`src/hoc_cfg.svh`:
```
// offsets, field positions, reset values and timing constants of the holdover controller
`ifndef HOC_CFG_SVH
`define HOC_CFG_SVH

// ----------------------------------------------------------------
// register byte addresses
// ----------------------------------------------------------------
`define HOC_ADDR_HOLD_STAT   16'h000E
`define HOC_ADDR_IN_SELECT   16'h052A
`define HOC_ADDR_EXIT_CTRL   16'h052C
`define HOC_ADDR_HIST_LEN    16'h052E
`define HOC_ADDR_HIST_DLY    16'h052F
`define HOC_ADDR_FORCE       16'h0535
`define HOC_ADDR_POLICY      16'h0536
`define HOC_ADDR_PRIO_LO     16'h0538
`define HOC_ADDR_PRIO_HI     16'h0539
`define HOC_ADDR_HIST_STAT   16'h053F
`define HOC_ADDR_EXIT_BW_LO  16'h059B
`define HOC_ADDR_STEP_SIZE   16'h05A6

// ----------------------------------------------------------------
// field positions
// ----------------------------------------------------------------
`define HOC_BIT_HOLD_STAT    5
`define HOC_BIT_HIST_GOOD    1
`define HOC_BIT_RAMP_BYP     3
`define HOC_BIT_BW_HI        4
`define HOC_BIT_BW_LO        6
`define HOC_LSB_SPACING      5
`define HOC_LSB_CHOICE       1
`define HOC_LSB_PRIO_ODD     4

// ----------------------------------------------------------------
// reset values
// ----------------------------------------------------------------
`define HOC_RST_HIST_LEN     5'h0A
`define HOC_RST_HIST_DLY     5'h08
`define HOC_RST_BW_HI        1'h0
`define HOC_RST_BW_LO        1'h1
`define HOC_RST_SPACING      3'h0
`define HOC_RST_STEP_SIZE    3'h0
`define HOC_RST_POLICY       2'h0

// ----------------------------------------------------------------
// codes and timing
// ----------------------------------------------------------------
`define HOC_POLICY_MANUAL    2'h0
`define HOC_POLICY_NONREV    2'h1
`define HOC_POLICY_REVERT    2'h2
`define HOC_BW_FASTLOCK      2'h0
`define HOC_BW_HOLD_EXIT     2'h1
`define HOC_BW_NORMAL        2'h2
`define HOC_PRIO_BEST        3'h1
`define HOC_PRIO_WORST       3'h4
`define HOC_INPUT_LIMIT      3'h4
`define HOC_CLK_PERIOD_NS    10
`define HOC_HIST_UNIT_NS     100
`define HOC_HIST_UNIT_SPLIT  3
`define HOC_WIN_SHIFT        3
`define HOC_DLY_SHIFT        1

`endif

```
`src/hoc_pkg.sv`:
```
// types shared by the holdover and input select controller
package hoc_pkg;

	// loop operating modes
	typedef enum logic [1:0] {
		HOC_FREERUN,
		HOC_NORMAL,
		HOC_HOLDOVER,
		HOC_EXIT
	} hoc_state_type;

	// index of one of the four clock inputs
	typedef logic [1:0] hoc_input_type;

	// priority code of one clock input
	typedef logic [2:0] hoc_prio_type;

endpackage

```
`src/hoc_hist_timer.sv`:
```
// history qualification timer: window length plus ignore delay
`timescale 1ns/1ns
`include "hoc_cfg.svh"

module hoc_hist_timer (
	// clock and reset
	input  wire logic       clk,
	input  wire logic       rst_n,
	// control
	input  wire logic       accumulate,
	input  wire logic [4:0] window_code,
	input  wire logic [4:0] delay_code,
	// status
	output logic            history_good
);

	localparam logic [7:0] FRAC_INC = 8'(`HOC_CLK_PERIOD_NS * `HOC_HIST_UNIT_SPLIT);
	localparam logic [7:0] FRAC_MOD = 8'(`HOC_HIST_UNIT_NS);

	logic [7:0]  frac_ff;
	logic [7:0]  frac_sum;
	logic        tick;
	logic [35:0] win_thirds;
	logic [35:0] dly_thirds;
	logic [35:0] target;
	logic [35:0] count_ff;

	// time base in thirds of 100 ns, exact at clock periods up to 33 ns
	assign frac_sum = frac_ff + FRAC_INC;
	assign tick     = (frac_sum >= FRAC_MOD);

	// window and delay both measured in thirds of 100 ns
	assign win_thirds = ((36'h1 << window_code) - 36'h1) << `HOC_WIN_SHIFT;
	assign dly_thirds = (36'h1 << delay_code) << `HOC_DLY_SHIFT;
	assign target     = win_thirds + dly_thirds;

	// fractional accumulator, runs only while history is gathered
	always_ff @(posedge clk or negedge rst_n) begin
		if (!rst_n) begin
			frac_ff <= 8'h00;
		end else if (accumulate) begin
			frac_ff <= tick ? frac_sum - FRAC_MOD : frac_sum;
		end
	end

	// elapsed history, suspended while no input is followed
	always_ff @(posedge clk or negedge rst_n) begin
		if (!rst_n) begin
			count_ff <= 36'h0;
		end else if (accumulate && tick && count_ff < target) begin
			count_ff <= count_ff + 36'h1;
		end
	end

	// average is usable once window and delay have both elapsed
	always_ff @(posedge clk or negedge rst_n) begin
		if (!rst_n) begin
			history_good <= 1'b0;
		end else begin
			history_good <= (count_ff >= target);
		end
	end

endmodule

```
`src/hoc_ramp_pacer.sv`:
```
// frequency ramp step pacer for holdover exit
`timescale 1ns/1ns

module hoc_ramp_pacer #(
	parameter int BASE_CYCLES = 16
) (
	// clock and reset
	input  wire logic       clk,
	input  wire logic       rst_n,
	// control
	input  wire logic       run,
	input  wire logic [2:0] spacing,
	// step strobe
	output logic            step
);

	logic [23:0] count_ff;
	logic [23:0] period;

	// interval doubles with each spacing code
	assign period = 24'(BASE_CYCLES) << spacing;

	// interval counter, restarts whenever the ramp is idle
	always_ff @(posedge clk or negedge rst_n) begin
		if (!rst_n) begin
			count_ff <= 24'h0;
		end else if (!run || count_ff >= period - 24'h1) begin
			count_ff <= 24'h0;
		end else begin
			count_ff <= count_ff + 24'h1;
		end
	end

	// one pulse per elapsed interval
	always_ff @(posedge clk or negedge rst_n) begin
		if (!rst_n) begin
			step <= 1'b0;
		end else begin
			step <= run && (count_ff >= period - 24'h1);
		end
	end

endmodule

```
`src/hoc_ctrl.sv`:
```
// holdover and input select controller top
`timescale 1ns/1ns
`include "hoc_cfg.svh"

module hoc_ctrl
	import hoc_pkg::*;
#(
	parameter int RAMP_BASE_CYCLES = 16
) (
	// clock and reset
	input  wire logic        CLK_SYS,
	input  wire logic        RST_N,
	// register port
	input  wire logic [15:0] REG_ADDR,
	input  wire logic [7:0]  REG_WDATA,
	input  wire logic        REG_WR,
	input  wire logic        REG_RD,
	output logic      [7:0]  REG_RDATA,
	// select pins and clock monitors
	input  wire logic [1:0]  SEL_PINS,
	input  wire logic [3:0]  CLK_VALID,
	// loop feedback
	input  wire logic        RAMP_DONE,
	input  wire logic        LOCK_DONE,
	// input choice
	output logic      [1:0]  ACTIVE_INPUT,
	// loop mode
	output logic             HOLD_STATUS,
	output logic             HOLDOVER_MODE,
	output logic             FREERUN_MODE,
	output logic             EXIT_ACTIVE,
	output logic      [1:0]  LOOP_BW_SEL,
	// history averaging
	output logic             HIST_ACCUM,
	output logic             HISTORY_GOOD,
	output logic      [4:0]  HIST_LEN_CODE,
	output logic      [4:0]  HIST_DELAY_CODE,
	// frequency ramp
	output logic             RAMP_ACTIVE,
	output logic             RAMP_STEP,
	output logic      [2:0]  RAMP_STEP_SIZE
);

	// ----------------------------------------------------------------
	// declarations
	// ----------------------------------------------------------------
	logic          manual_select_source_ff;
	logic [2:0]    manual_input_choice_ff;
	logic          exit_ramp_bypass_ff;
	logic          exit_bandwidth_select_hi_ff;
	logic          exit_bandwidth_select_lo_ff;
	logic [2:0]    ramp_step_spacing_ff;
	logic [4:0]    history_window_length_ff;
	logic [4:0]    history_ignore_delay_ff;
	logic          forced_holdover_ff;
	logic [1:0]    input_switching_policy_ff;
	hoc_prio_type  prio_ff [4];
	logic [1:0]    sel_pins_meta_ff;
	logic [1:0]    sel_pins_ff;
	hoc_state_type state_ff;
	hoc_state_type nxt_state;
	hoc_input_type active_ff;
	hoc_input_type nxt_active;
	logic [3:0]    eligible;
	logic          best_found;
	hoc_input_type best_idx;
	hoc_prio_type  best_prio;
	hoc_input_type manual_cand;
	logic          manual_ok;
	logic          sel_valid;
	logic          lost;
	logic          exit_done;
	logic          ramp_exit_ff;
	logic          history_average_good;
	logic [1:0]    exit_bw_code;
	logic          wr_hit;

	// ----------------------------------------------------------------
	// register writes
	// ----------------------------------------------------------------

	// write strobe qualifies every decoded store
	assign wr_hit = REG_WR;

	// input select and switching policy registers
	always_ff @(posedge CLK_SYS or negedge RST_N) begin
		if (!RST_N) begin
			manual_select_source_ff   <= 1'b0;
			manual_input_choice_ff    <= 3'h0;
			input_switching_policy_ff <= `HOC_RST_POLICY;
		end else if (wr_hit) begin
			if (REG_ADDR == `HOC_ADDR_IN_SELECT) begin
				manual_select_source_ff <= REG_WDATA[0];
				manual_input_choice_ff  <= REG_WDATA[`HOC_LSB_CHOICE +: 3];
			end
			if (REG_ADDR == `HOC_ADDR_POLICY) begin
				input_switching_policy_ff <= REG_WDATA[1:0];
			end
		end
	end

	// per-input priorities for automatic switching
	always_ff @(posedge CLK_SYS or negedge RST_N) begin
		if (!RST_N) begin
			prio_ff[0] <= 3'h1;
			prio_ff[1] <= 3'h2;
			prio_ff[2] <= 3'h3;
			prio_ff[3] <= 3'h4;
		end else if (wr_hit) begin
			if (REG_ADDR == `HOC_ADDR_PRIO_LO) begin
				prio_ff[0] <= REG_WDATA[2:0];
				prio_ff[1] <= REG_WDATA[`HOC_LSB_PRIO_ODD +: 3];
			end
			if (REG_ADDR == `HOC_ADDR_PRIO_HI) begin
				prio_ff[2] <= REG_WDATA[2:0];
				prio_ff[3] <= REG_WDATA[`HOC_LSB_PRIO_ODD +: 3];
			end
		end
	end

	// holdover exit and ramp registers
	always_ff @(posedge CLK_SYS or negedge RST_N) begin
		if (!RST_N) begin
			exit_ramp_bypass_ff         <= 1'b0;
			exit_bandwidth_select_hi_ff <= `HOC_RST_BW_HI;
			exit_bandwidth_select_lo_ff <= `HOC_RST_BW_LO;
			ramp_step_spacing_ff        <= `HOC_RST_SPACING;
			RAMP_STEP_SIZE              <= `HOC_RST_STEP_SIZE;
		end else if (wr_hit) begin
			if (REG_ADDR == `HOC_ADDR_EXIT_CTRL) begin
				exit_ramp_bypass_ff         <= REG_WDATA[`HOC_BIT_RAMP_BYP];
				exit_bandwidth_select_hi_ff <= REG_WDATA[`HOC_BIT_BW_HI];
				ramp_step_spacing_ff        <= REG_WDATA[`HOC_LSB_SPACING +: 3];
			end
			if (REG_ADDR == `HOC_ADDR_EXIT_BW_LO) begin
				exit_bandwidth_select_lo_ff <= REG_WDATA[`HOC_BIT_BW_LO];
			end
			if (REG_ADDR == `HOC_ADDR_STEP_SIZE) begin
				RAMP_STEP_SIZE <= REG_WDATA[2:0];
			end
		end
	end

	// history timing and forced holdover registers
	always_ff @(posedge CLK_SYS or negedge RST_N) begin
		if (!RST_N) begin
			history_window_length_ff <= `HOC_RST_HIST_LEN;
			history_ignore_delay_ff  <= `HOC_RST_HIST_DLY;
			forced_holdover_ff       <= 1'b0;
		end else if (wr_hit) begin
			if (REG_ADDR == `HOC_ADDR_HIST_LEN) begin
				history_window_length_ff <= REG_WDATA[4:0];
			end
			if (REG_ADDR == `HOC_ADDR_HIST_DLY) begin
				history_ignore_delay_ff <= REG_WDATA[4:0];
			end
			if (REG_ADDR == `HOC_ADDR_FORCE) begin
				forced_holdover_ff <= REG_WDATA[0];
			end
		end
	end

	// ----------------------------------------------------------------
	// register reads
	// ----------------------------------------------------------------

	// read data registered one cycle after the strobe, held until next read
	always_ff @(posedge CLK_SYS or negedge RST_N) begin
		if (!RST_N) begin
			REG_RDATA <= 8'h00;
		end else if (REG_RD) begin
			REG_RDATA <= 8'h00;
			unique case (REG_ADDR)
				`HOC_ADDR_HOLD_STAT:  REG_RDATA[`HOC_BIT_HOLD_STAT] <= HOLD_STATUS;
				`HOC_ADDR_IN_SELECT:  REG_RDATA[3:0] <= {manual_input_choice_ff,
					manual_select_source_ff};
				`HOC_ADDR_EXIT_CTRL:  REG_RDATA[7:3] <= {ramp_step_spacing_ff,
					exit_bandwidth_select_hi_ff, exit_ramp_bypass_ff};
				`HOC_ADDR_HIST_LEN:   REG_RDATA[4:0] <= history_window_length_ff;
				`HOC_ADDR_HIST_DLY:   REG_RDATA[4:0] <= history_ignore_delay_ff;
				`HOC_ADDR_FORCE:      REG_RDATA[0] <= forced_holdover_ff;
				`HOC_ADDR_POLICY:     REG_RDATA[1:0] <= input_switching_policy_ff;
				`HOC_ADDR_PRIO_LO:    REG_RDATA <= {1'b0, prio_ff[1], 1'b0, prio_ff[0]};
				`HOC_ADDR_PRIO_HI:    REG_RDATA <= {1'b0, prio_ff[3], 1'b0, prio_ff[2]};
				`HOC_ADDR_HIST_STAT:  REG_RDATA[`HOC_BIT_HIST_GOOD] <= history_average_good;
				`HOC_ADDR_EXIT_BW_LO: REG_RDATA[`HOC_BIT_BW_LO] <= exit_bandwidth_select_lo_ff;
				`HOC_ADDR_STEP_SIZE:  REG_RDATA[2:0] <= RAMP_STEP_SIZE;
				default:              REG_RDATA <= 8'h00;
			endcase
		end
	end

	// ----------------------------------------------------------------
	// input selection
	// ----------------------------------------------------------------

	// select pins come from the board, two stages before use
	always_ff @(posedge CLK_SYS or negedge RST_N) begin
		if (!RST_N) begin
			sel_pins_meta_ff <= 2'h0;
			sel_pins_ff      <= 2'h0;
		end else begin
			sel_pins_meta_ff <= SEL_PINS;
			sel_pins_ff      <= sel_pins_meta_ff;
		end
	end

	// manual candidate from pins or register field
	always_comb begin
		manual_cand = manual_select_source_ff ? manual_input_choice_ff[1:0] : sel_pins_ff;
		manual_ok   = !manual_select_source_ff ||
			(manual_input_choice_ff < `HOC_INPUT_LIMIT);
	end

	// best valid input; priority 1 wins, 0 and 5-7 never chosen
	always_comb begin
		best_found = 1'b0;
		best_idx   = 2'h0;
		best_prio  = 3'h7;
		for (int i = 0; i < 4; i++) begin
			eligible[i] = CLK_VALID[i] && prio_ff[i] >= `HOC_PRIO_BEST &&
				prio_ff[i] <= `HOC_PRIO_WORST;
			if (eligible[i] && prio_ff[i] < best_prio) begin
				best_found = 1'b1;
				best_idx   = 2'(i);
				best_prio  = prio_ff[i];
			end
		end
	end

	// next active input per switching policy
	always_comb begin
		nxt_active = active_ff;
		unique case (input_switching_policy_ff)
			`HOC_POLICY_MANUAL: begin
				if (manual_ok) begin
					nxt_active = manual_cand;
				end
			end
			`HOC_POLICY_NONREV: begin
				if (!eligible[active_ff] && best_found) begin
					nxt_active = best_idx;
				end
			end
			`HOC_POLICY_REVERT: begin
				if (best_found) begin
					nxt_active = best_idx;
				end
			end
			default: nxt_active = active_ff;
		endcase
	end

	// followed input is usable only with a valid clock
	always_comb begin
		if (input_switching_policy_ff == `HOC_POLICY_NONREV ||
			input_switching_policy_ff == `HOC_POLICY_REVERT) begin
			sel_valid = eligible[active_ff];
		end else begin
			sel_valid = CLK_VALID[active_ff];
		end
	end

	// active input register
	always_ff @(posedge CLK_SYS or negedge RST_N) begin
		if (!RST_N) begin
			active_ff    <= 2'h0;
			ACTIVE_INPUT <= 2'h0;
		end else begin
			active_ff    <= nxt_active;
			ACTIVE_INPUT <= nxt_active;
		end
	end

	// ----------------------------------------------------------------
	// loop mode
	// ----------------------------------------------------------------

	// loss of reference: forced hold, no valid clock, or priority 0 or 5-7 under an automatic policy
	assign lost      = forced_holdover_ff || !sel_valid;
	assign exit_done = ramp_exit_ff ? RAMP_DONE : LOCK_DONE;

	// mode transitions
	always_comb begin
		nxt_state = state_ff;
		unique case (state_ff)
			HOC_NORMAL: begin
				if (lost) begin
					nxt_state = history_average_good ? HOC_HOLDOVER : HOC_FREERUN;
				end
			end
			HOC_FREERUN: begin
				if (!lost) begin
					nxt_state = HOC_NORMAL;
				end
			end
			HOC_HOLDOVER: begin
				if (!lost) begin
					nxt_state = HOC_EXIT;
				end
			end
			HOC_EXIT: begin
				if (lost) begin
					nxt_state = HOC_HOLDOVER;
				end else if (exit_done) begin
					nxt_state = HOC_NORMAL;
				end
			end
		endcase
	end

	// exit method latched as holdover ends so later writes cannot glitch it
	always_ff @(posedge CLK_SYS or negedge RST_N) begin
		if (!RST_N) begin
			ramp_exit_ff <= 1'b1;
		end else if (state_ff == HOC_HOLDOVER && nxt_state == HOC_EXIT) begin
			ramp_exit_ff <= !exit_ramp_bypass_ff;
		end
	end

	// exit bandwidth from the two split select bits
	always_comb begin
		unique case ({exit_bandwidth_select_hi_ff, exit_bandwidth_select_lo_ff})
			2'h0:    exit_bw_code = `HOC_BW_FASTLOCK;
			2'h1:    exit_bw_code = `HOC_BW_HOLD_EXIT;
			default: exit_bw_code = `HOC_BW_NORMAL;
		endcase
	end

	// state and registered mode outputs
	always_ff @(posedge CLK_SYS or negedge RST_N) begin
		if (!RST_N) begin
			state_ff      <= HOC_FREERUN;
			HOLD_STATUS   <= 1'b1;
			HOLDOVER_MODE <= 1'b0;
			FREERUN_MODE  <= 1'b1;
			EXIT_ACTIVE   <= 1'b0;
			HIST_ACCUM    <= 1'b0;
		end else begin
			state_ff      <= nxt_state;
			HOLD_STATUS   <= nxt_state == HOC_HOLDOVER || nxt_state == HOC_FREERUN;
			HOLDOVER_MODE <= nxt_state == HOC_HOLDOVER;
			FREERUN_MODE  <= nxt_state == HOC_FREERUN;
			EXIT_ACTIVE   <= nxt_state == HOC_EXIT;
			HIST_ACCUM    <= nxt_state == HOC_NORMAL;
		end
	end

	// loop bandwidth and ramp enable seen by the loop filter
	always_ff @(posedge CLK_SYS or negedge RST_N) begin
		if (!RST_N) begin
			LOOP_BW_SEL <= `HOC_BW_NORMAL;
			RAMP_ACTIVE <= 1'b0;
		end else begin
			LOOP_BW_SEL <= (state_ff == HOC_EXIT && !ramp_exit_ff) ?
				exit_bw_code : `HOC_BW_NORMAL;
			RAMP_ACTIVE <= state_ff == HOC_EXIT && ramp_exit_ff;
		end
	end

	// history code outputs for the averager
	always_ff @(posedge CLK_SYS or negedge RST_N) begin
		if (!RST_N) begin
			HIST_LEN_CODE   <= `HOC_RST_HIST_LEN;
			HIST_DELAY_CODE <= `HOC_RST_HIST_DLY;
			HISTORY_GOOD    <= 1'b0;
		end else begin
			HIST_LEN_CODE   <= history_window_length_ff;
			HIST_DELAY_CODE <= history_ignore_delay_ff;
			HISTORY_GOOD    <= history_average_good;
		end
	end

	// ----------------------------------------------------------------
	// submodules
	// ----------------------------------------------------------------

	// history qualification, runs only in normal lock
	hoc_hist_timer u_hist (
		.clk          (CLK_SYS),
		.rst_n        (RST_N),
		.accumulate   (state_ff == HOC_NORMAL),
		.window_code  (history_window_length_ff),
		.delay_code   (history_ignore_delay_ff),
		.history_good (history_average_good)
	);

	// ramp step pacing during a ramped exit
	hoc_ramp_pacer #(
		.BASE_CYCLES (RAMP_BASE_CYCLES)
	) u_pacer (
		.clk     (CLK_SYS),
		.rst_n   (RST_N),
		.run     (state_ff == HOC_EXIT && ramp_exit_ff),
		.spacing (ramp_step_spacing_ff),
		.step    (RAMP_STEP)
	);

endmodule

```
`config.mk`:
```
export PLATFORM = sky130hd
export DESIGN_NAME = hoc_ctrl
export DESIGN_NICKNAME = d
export VERILOG_FILES = /design/src/hoc_pkg.sv /design/src/hoc_hist_timer.sv /design/src/hoc_ramp_pacer.sv /design/src/hoc_ctrl.sv
export VERILOG_INCLUDE_DIRS = /design/src
export SDC_FILE = /design/constraint.sdc
export NUM_CORES = 1
export LEC_CHECK = 0
export ABC_CLOCK_PERIOD_IN_PS = 15760
export BUFFER_PORTS_ARGS = -buffer_cell sky130_fd_sc_hd__buf_4
export CORE_MARGIN = 2
export CORE_UTILIZATION = 55
export DETAILED_ROUTE_END_ITERATION = 16
export GPL_TIMING_DRIVEN = 0
export PLACE_DENSITY_LB_ADDON = 0.25
export SETUP_SLACK_MARGIN = 0.5
export SYNTH_ARGS = -nofsm -noshare
export SYNTH_HDL_FRONTEND = slang
export SYNTH_SLANG_ARGS = --single-unit
export TNS_END_PERCENT = 5
```
`constraint.sdc`:
```
create_clock -name CLK_SYS -period 15.76 [get_ports CLK_SYS]
set_clock_uncertainty 0.05 [all_clocks]
set_input_delay 3.94 -clock CLK_SYS [delete_from_list [all_inputs] [get_ports CLK_SYS]]
set_output_delay 3.94 -clock CLK_SYS [all_outputs]
set_load 0.005 [all_outputs]
```
# ---- Word-level counts from Yosys, hierarchy flattened
# Cells that the tools add are included.
dict set report totals {
  register_bits 144
  in_bits 36
  output_inout_bits 33
}
dict set report classes {
  add_sub_neg 7
  magnitude_cmp 18
  eq_ne 24
  n_shift 3
  n_mux 40
  reduce_logical 46
}
# operator n
set ops {}
lappend ops {{equality test 16 x 11 -> 1 bit, second input constant} 11}
lappend ops {{adder 36 x 1 -> 36 bit, second input constant} 1}
lappend ops {{adder 36 bit} 1}
lappend ops {{>= comparator 36 bit} 1}
lappend ops {{< comparator 36 bit} 1}
lappend ops {{left shift 1 x 5 -> 35 bit, first input constant} 1}
lappend ops {{left shift 1 x 5 -> 33 bit, first input constant} 1}
lappend ops {{subtractor 33 x 1 -> 33 bit, second input constant} 1}
lappend ops {{two-way mux 2 bit} 13}
lappend ops {{adder 24 x 1 -> 24 bit, second input constant} 1}
lappend ops {{>= comparator 24 bit} 1}
lappend ops {{two-way mux 24 bit} 1}
lappend ops {{left shift 5 x 3 -> 24 bit, first input constant} 1}
lappend ops {{subtractor 24 x 1 -> 24 bit, second input constant} 1}
lappend ops {{AND reduction 2 bit} 10}
lappend ops {{logical AND 1 bit} 19}
lappend ops {{equality test 16 x 4 -> 1 bit, second input constant} 1}
lappend ops {{case mux 1 bit (8 select lines)} 2}
lappend ops {{>= comparator 3 x 1 -> 1 bit, second input constant} 4}
lappend ops {{less-or-equal comparator 3 bit, second input constant} 4}
lappend ops {{case mux 1 bit (4 select lines)} 3}
lappend ops {{equality test 2 bit, second input constant} 5}
lappend ops {{two-way mux 1 bit} 10}
lappend ops {{< comparator 3 bit} 3}
lappend ops {{20 further kinds} 41}

# ---- Longest topological paths before layout
# Gate-level depths: netlist (run 1).
dict set report depth {
  depth_word 17
  depth_mapped 29
  depth_no_buf 26
}

# ---- Cells and area by module
# A second synthesis (run 1) with hierarchy kept.
dict set report unflattened {
  hier_cells 1122
  area_unflattened_um2 10327.4
}
# module n_inst cells_each area_per_inst_um2
set modules_own_cells {}
lappend modules_own_cells {hoc_hist_timer 1 665 5300.1}
lappend modules_own_cells {hoc_ctrl 1 339 3794.9}
lappend modules_own_cells {hoc_ramp_pacer 1 118 1232.4}

# ---- Worst setup path after synthesis (run 1)
# Ideal clock, no wire load.
dict set report synth_path {
  kind {in2reg}
  start {in CLK_VALID[0]}
  end {reg active_ff[0]}
  setup_time_ns 0.125
  arrival_time_ns 7.527
  required_ns 15.585
  slack_ns 8.059
  path_stages 16
  n_path_buf 0
  path_cell_list {nand3_1 > nor2_1 > ha_1 > a21oi_1 > nand4_1 > nand2b_1 > o21ai_0 > ha_1 > a211o_1 > o31a_1 > mux2_2 > ha_1 > a211oi_1 > a21boi_0 > a31oi_1 > mux2_2}
}
dict set report synth_between {
  elab_chain_len 16
  word_cells_on_any_way 29
  cone_classes {order compare (3); eq/ne (2); mux (15); reduce/logical (9)}
}
# item line
set synth_lines {}
lappend synth_lines {{from (decl)} hoc_ctrl.sv:21} ;# input wire logic [3:0] CLK_VALID,
lappend synth_lines {{logical AND 1 bit (no line) * (2 in series)} -}
lappend synth_lines {{logical AND 1 bit} hoc_ctrl.sv:223} ;# if (eligible[i] && prio_ff[i] < best_prio) begin
lappend synth_lines {{two-way mux 3 bit} hoc_ctrl.sv:223}
lappend synth_lines {{< comparator 3 bit} hoc_ctrl.sv:223}
lappend synth_lines {{logical AND 1 bit} hoc_ctrl.sv:223}
lappend synth_lines {{two-way mux 3 bit} hoc_ctrl.sv:223}
lappend synth_lines {{< comparator 3 bit} hoc_ctrl.sv:223}
lappend synth_lines {{logical AND 1 bit} hoc_ctrl.sv:223}
lappend synth_lines {{two-way mux 3 bit} hoc_ctrl.sv:223}
lappend synth_lines {{< comparator 3 bit} hoc_ctrl.sv:223}
lappend synth_lines {{logical AND 1 bit} hoc_ctrl.sv:223}
lappend synth_lines {{two-way mux 1 bit} hoc_ctrl.sv:223}
lappend synth_lines {{logical AND 1 bit} hoc_ctrl.sv:241} ;# if (!eligible[active_ff] && best_found) begin
lappend synth_lines {{!= test 2 bit (no line)} -}
lappend synth_lines {{AND reduction 4 bit (no line)} -}
lappend synth_lines {{to (signal assigned)} hoc_ctrl.sv:270} ;# active_ff <= nxt_active;
lappend synth_lines {{to (decl)} hoc_ctrl.sv:62} ;# hoc_input_type active_ff;
# Every way passes the cells marked *; elsewhere a longest branch is shown, timed or not. The select of a mux whose other input is x is not followed.
# A chain may end at the register's enable or synchronous reset.

# ---- Worst setup path after layout (run 1)
# Ends and elaborated chain as after synthesis.

==> out/results.ini, run 1 <==
[timing]
slew_viol_final = 0
tightest_slew_ns = 0.909
fmax_mhz = 126
relSlewSlack_pct = 38.9
min_period_ns = 7.91
setup_ws_ns = 7.85
hold_violations = 0
setup_tns_ns = 0
setup_viol = 0
rsz0062_at_grt = no
period_share_pct = 50.2

[cts]
htreeDepth = 4
cts_tree = done
clkLatencyLatePin_ns = 0.43
hold_buffers = 0
cts_buffer_depth = 2
path_clk_slew_ns = 0.07
cts_resized = 0
post_cts_buffers = 0
root_buffer = clkbuf_16
cts.sinks = 143
cts_made_buffers = 17

[routing]
drc_errors = 0
routed_wl_um = 25200
drt_iter0_drc = 714
vias = 8654
drt.antenna.violating_nets = 0
viasPerCell = 6.01
routedWlPerCell_um = 17.5
drt-pass1-iter-count = 5

[grt]
grt_pass1_vias = 8156
grt_start_max_net_pins = 99
grt_use_total_pct = 26.7
overflow = 0
antenna_found_initial = 0
grt_pass1_wl_um = 42100

[place]
io_buffers = 67
place_area_mm2 = 0.0111
preCtsSetupSlack_ns = 7.43
hpwl_um = 19100
globalplace.congestion = 0.949

[synthesis]
synth_area_mm2 = 0.0102
synth-edff-count = 0
synth_cells = 1100
yosysTopAreaCell = dfrtp_1
seq_area_frac_synth_pct = 35.2
dominantRegCellSynth = dfrtp_1
synth_top_area_share_pct = 31.1
synth.area.top_cells = dfrtp_1 31%, ha_1 11%, mux2_2 5.0%, nor2_1 4.3%, dfstp_2 4.1%
avgSynthCellArea_um2 = 9.28
synth_warnings = 0
synth-async-reset-ratio_pct = 100
ys_types = 78
ys_seq_elements = 143
yosysMostFrequentCell = dfrtp_1
yosys-top-cells-count = 127 x dfrtp_1, 117 x nor2_1, 90 x ha_1

[floorplanning]
die_h_um = 140
die_w_um = 140
core_area_mm2 = 0.0181
boundaryPins = 69
initial_core_util_pct = 56.4
dieArea_mm2 = 0.0197
rows = 49

[min_path]
hp-class = reg2reg

[power]
ir_drop_v = 0.0000781
leakagePower_nw = 5.56
total_power_w = 0.00103
p_per_area_mw_per_mm2 = 88.6

[worst_setup_path]
worst-setup-path-type = in2reg
cp-start-kind = input port
endpoint_kind = flop
arrival_ns = 8.18
required_ns = 16.02
crit_fanout = 6

[run]
maxCapViolCount = 0

[layout]
area_growth_pct = 14.3
finish.utilization_pct = 64.5
fin_area_mm2 = 0.0117
fin_nets = 1324
drive_gt1_share_pct = 17.0
diodes = 0

[run_status]
outcome = finished clean

critical path: stages:
cell      delay, ns
buf_4          0.09
nand3_1        0.14
nor2_1         0.19
ha_1           0.29
a21oi_1        0.16
nand4_1        0.15
nand2b_1       0.25
o21ai_0        0.26
ha_1           0.29
a211o_1        0.32
o31a_1         0.34
mux2_2         0.29
ha_1           0.29
a211oi_1       0.29
a21boi_0       0.20
a31oi_1        0.31
mux2_2         0.37
flip-flops by register name, indices dropped and copies added (netlist names), 3 cells and up:
signal	cells
HIST_DELAY_CODE	5
REG_RDATA	8
history_ignore_delay_ff	5
u_hist.count_ff	36
history_window_length_ff	5
prio_ff	12
u_hist.frac_ff	7
HIST_LEN_CODE	5
ramp_step_spacing_ff	3
manual_input_choice_ff	3
RAMP_STEP_SIZE	3
u_pacer.count_ff	24
kinds of logic (layout without fill, tap and decap cells):
logic type      after synthesis  in the layout  synth area share [%]
compound gates              231            231                  15.0
xor+xnor                     83             83                  7.12
simple gates                410            410                  22.2
flops                       143            143                  35.2
other cells                   2             12                0.0736
mux                          50             50                  5.70
buf+inv                      90            190                  3.48
fa+ha+maj                    91             91                  11.2
worst paths after layout:
check / from / end / slack (ns) / cells past startpoint
max in group asynchronous: RST_N / u_hist.count_ff[24]$_DFFE_PN0P_ / 11.44 / 2
hold / removal: sel_pins_meta_ff[0]$_DFF_PN0_ / sel_pins_ff[0]$_DFF_PN0_ / 0.31 / 0
hold reg to reg: sel_pins_meta_ff[0]$_DFF_PN0_ / sel_pins_ff[0]$_DFF_PN0_ / 0.31 / 0
setup / recovery: CLK_VALID[0] / active_ff[0]$_DFFE_PN0P_ / 7.85 / 17
setup reg to reg: history_window_length_ff[4]$_DFFE_PN0P_ / u_hist.count_ff[18]$_DFFE_PN0P_ / 8.30 / 25
min in group asynchronous: RST_N / active_ff[0]$_DFFE_PN0P_ / 3.38 / 1
through the flow:
stage	hold slack, ns	instances
6_report	0.313	1439
3_5_place_dp	0.298	1407
3_3_place_gp	0.295	1406
4_1_cts	0.321	1439
5_1_grt	0.329	1439
2_1_floorplan	0.281	1110
power by group:
group,internal [W],switching (W),total (W)
Sequential,0.000396,0.0000286,0.000425
Combinational,0.0000895,0.000110,0.000199
Clock,0.000231,0.000178,0.000409
Total,0.000717,0.000316,0.00103
cell usage in the layout (no fill, tap or decap), types with 17 or more instances in the layout:
cell type / n
mux2_2: 45
nor2b_1: 24
nand4_1: 17
ha_1: 90
nor2_1: 117
clkbuf_16: 17
a21oi_1: 49
dfrtp_1: 127
xnor2_1: 41
nand3_1: 36
nor3_1: 23
inv_1: 58
a21o_1: 32
xor2_1: 42
buf_4: 66
clkbuf_1: 26
nand2_1: 78
nand2b_1: 18
o21ai_0: 62
cell type report:
class / instances / area (um2)
Buffer: 32 / 138
Tap cell: 229 / 287
Inverter: 58 / 218
Clock inverter: 14 / 158
Multi-Input combinational cell: 877 / 6290
Sequential cell: 143 / 3600
Clock buffer: 18 / 439
Fill cell: 1487 / 6420
Timing Repair Buffer: 68 / 534
routing by layer:
metal / part of all wire (%) / global-route usage (%) / vias up
met3: 5.2 / 4.14 / 45
met1: 47 / 38.1 / 4194
met4: 2.0 / 7.81 / 0
met2: 46 / 42.4 / 252
li1: - / - / 4163
met5: 0 / 0 / -
Note: power is estimated with default switching activity, not from simulation.
==> run 2, diff against run 1 <==
--- a/config.mk
+++ b/config.mk
@@ -6,7 +6,7 @@
 export SDC_FILE = /design/constraint.sdc
 export NUM_CORES = 1
 export LEC_CHECK = 0
-export ABC_CLOCK_PERIOD_IN_PS = 15760
+export ABC_CLOCK_PERIOD_IN_PS = 7200
 export BUFFER_PORTS_ARGS = -buffer_cell sky130_fd_sc_hd__buf_4
 export CORE_MARGIN = 2
 export CORE_UTILIZATION = 55
==> constraint.sdc (replaced) <==
create_clock -name CLK_SYS -period 7.2 [get_ports CLK_SYS]
set_clock_uncertainty 0.05 [all_clocks]
set_input_delay 1.8 -clock CLK_SYS [delete_from_list [all_inputs] [get_ports CLK_SYS]]
set_output_delay 1.8 -clock CLK_SYS [all_outputs]
set_load 0.005 [all_outputs]
==> run 2 against run 1 <==
Against the previous run: die area unchanged; final area up 0.83%; wire length up 0.37%; utilization up 0.53 points; clock-buffer cell count unchanged; critical path depth up 6; clock power up 120%; final cell count up 0.28%; largest cell class unchanged; sequential power up 120%; critical endpoint is now u_hist.count_ff[1]$_DFFE_PN0P_; sequential cell count unchanged.
==> out/results.ini, run 2 (synthesized netlist as in run 1, its figures left out) <==
[layout]
area_growth_pct = 15.2
reg_top3 = u_hist.count_ff x36, u_pacer.count_ff x24, prio_ff x12
diodes = 0
largest_reg_flops = 36
finish.utilization_pct = 65.0
regMostFlops = u_hist.count_ff
fin_cells = 1443
fin_nets = 1328
final_cell_mix = 126 x dfrtp_1, 116 x nor2_1, 90 x ha_1, 78 x nand2_1, 70 x buf_4
drive_gt1_share_pct = 18.6
layout_commonest_cell = dfrtp_1

[grt]
antenna_found_initial = 0
grt_pass1_vias = 8188
overflow = 0
grt_use_total_pct = 26.8
grt_start_max_net_pins = 99
grt_pass1_wl_um = 42200

[timing]
hold_violations = 0
setup_tns_ns = 0
tightest_slew_ns = 0.904
rsz0062_at_grt = no
slew_viol_final = 0
fin_hold_ws_ns = 0.311
relSlewSlack_pct = 39.2
fmax_mhz = 159
min_period_ns = 6.31
period_share_pct = 87.6
setup_viol = 0

[worst_setup_path]
crit_slowest_cell = dfstp_2
cp_cell_sequence = clkbuf_2, nand3b_1, ha_1, clkbuf_2, buf_2, a32oi_1, o2bb2ai_1, ha_1, a21o_1, a21o_1, a221oi_1, a211oi_2, a311oi_2, nor3b_1, a311oi_1, ha_1, nand4_1, nor4_1, o211ai_1, buf_4, nand3_4, buf_6, mux2_2
cp_top_family = compound AO/OA/AOI/OAI gates
endpoint_kind = flop
cp-start-kind = flop
path_common_cell = ha_1
crit_fanout = 10
arrival_ns = 6.57
worst-setup-path-type = reg2reg
worst-path-buf-inv = 5
required_ns = 7.46
critPathMaxStageDelay_ns = 0.61

[routing]
drt-pass1-iter-count = 5
drt_iter0_drc = 658
routed.top_layer = met4
routed_wl_um = 25300
drt.antenna.violating_nets = 0
wl_met3_um = 1430
routedWlPerCell_um = 17.5
vias = 8671
met1_length_um = 11600
drc_errors = 0
viasPerCell = 6.01
wl_met2_um = 11700

[floorplanning]
dieArea_mm2 = 0.0197
die_h_um = 140
rows = 49
boundaryPins = 69
core_area_mm2 = 0.0181
initial_core_util_pct = 56.4
die_w_um = 140

[run]
maxCapViolCount = 0

[cts]
cts.sinks = 143
htreeDepth = 4
root_buffer = clkbuf_16
path_clk_slew_ns = 0.07
cts_buffer_depth = 2
cts_made_buffers = 17
cts_tree = done
clkLatencyLatePin_ns = 0.43

[power]
p_per_area_mw_per_mm2 = 194
leakagePower_nw = 5.59
ir_drop_v = 0.000169

[place]
hpwl_um = 19100
dp_cells = 1407
io_buffers = 67
globalplace.congestion = 0.949

[run_status]
outcome = finished clean

[min_path]
hp-class = reg2reg

run 2: cell count changes in the layout (fill, tap and decap cells not counted), sizes merged:
cell    change
buf         +5
clkbuf      -1
run 2: worst paths after layout:
| check | start | to | slack, ns | cells after the start |
|---|---|---|---|---|
| worst min register to register | sel_pins_meta_ff[0]$_DFF_PN0_ | sel_pins_ff[0]$_DFF_PN0_ | 0.31 | 0 |
| min in group asynchronous | RST_N | active_ff[0]$_DFFE_PN0P_ | 1.24 | 1 |
| max in group asynchronous | RST_N | u_hist.count_ff[27]$_DFFE_PN0P_ | 5.02 | 2 |
| worst min-delay path | sel_pins_meta_ff[0]$_DFF_PN0_ | sel_pins_ff[0]$_DFF_PN0_ | 0.31 | 0 |
| worst max register to register | history_window_length_ff[1]$_DFFE_PN1P_ | u_hist.count_ff[1]$_DFFE_PN0P_ | 0.89 | 23 |
| worst max-delay path | history_window_length_ff[1]$_DFFE_PN1P_ | u_hist.count_ff[1]$_DFFE_PN0P_ | 0.89 | 23 |
run 2: final cells by class:
cell class,count,area (um2)
inverter,58,218
fill,1472,6330
tap,229,287
multi-input combinational,877,6350
timing repair buffer,72,564
clock buffer,18,439
buffer,32,146
sequential,143,3600
clock inverter,14,158
run 2: routing by layer:
| layer | up-vias | GRT usage (%) |
|---|---|---|
| met5 | - | 0 |
| met4 | 0 | 7.92 |
| met3 | 39 | 3.86 |
| met2 | 273 | 42.4 |
| met1 | 4190 | 38.3 |
| li1 | 4169 | - |
run 2: worst reg2reg max path: cells and delay by family, from the launching register on:
family / cells / cell delay [ns]
buf+inv: 5 / 1.18
fa+ha+maj: 3 / 0.76
mux: 1 / 0.35
simple gates: 5 / 0.93
flops: 1 / 0.61
compound gates: 9 / 2.33
run 2: report_power, final:
part	internal [W]	switching (W)	total, W
Clock	0.000506	0.000389	0.000895
Sequential	0.000867	0.0000629	0.000930
Combinational	0.000206	0.000245	0.000451
run 2: per-stage QoR:
step | area, um2 | setup WS (ns) | power [W]
global route | 11800 | 0.502 | 0.00239
CTS | 11700 | 0.541 | 0.00228
detailed placement | 11100 | -0.0825 | 0.00138
floorplan | 10200 | 1.39 | 0.00124
global placement | 11000 | -0.0973 | 0.00137
finish | 11800 | 0.891 | 0.00228
run 2: repair_timing:
item | in CTS | in global routing
endpoints found under the setup margin | 36 | 36
setup buffers | 1 | 3
hold buffers | 0 | 0
pin swaps | 1 | 2
resized for setup | 7 | 17
cloned | 0 | 0
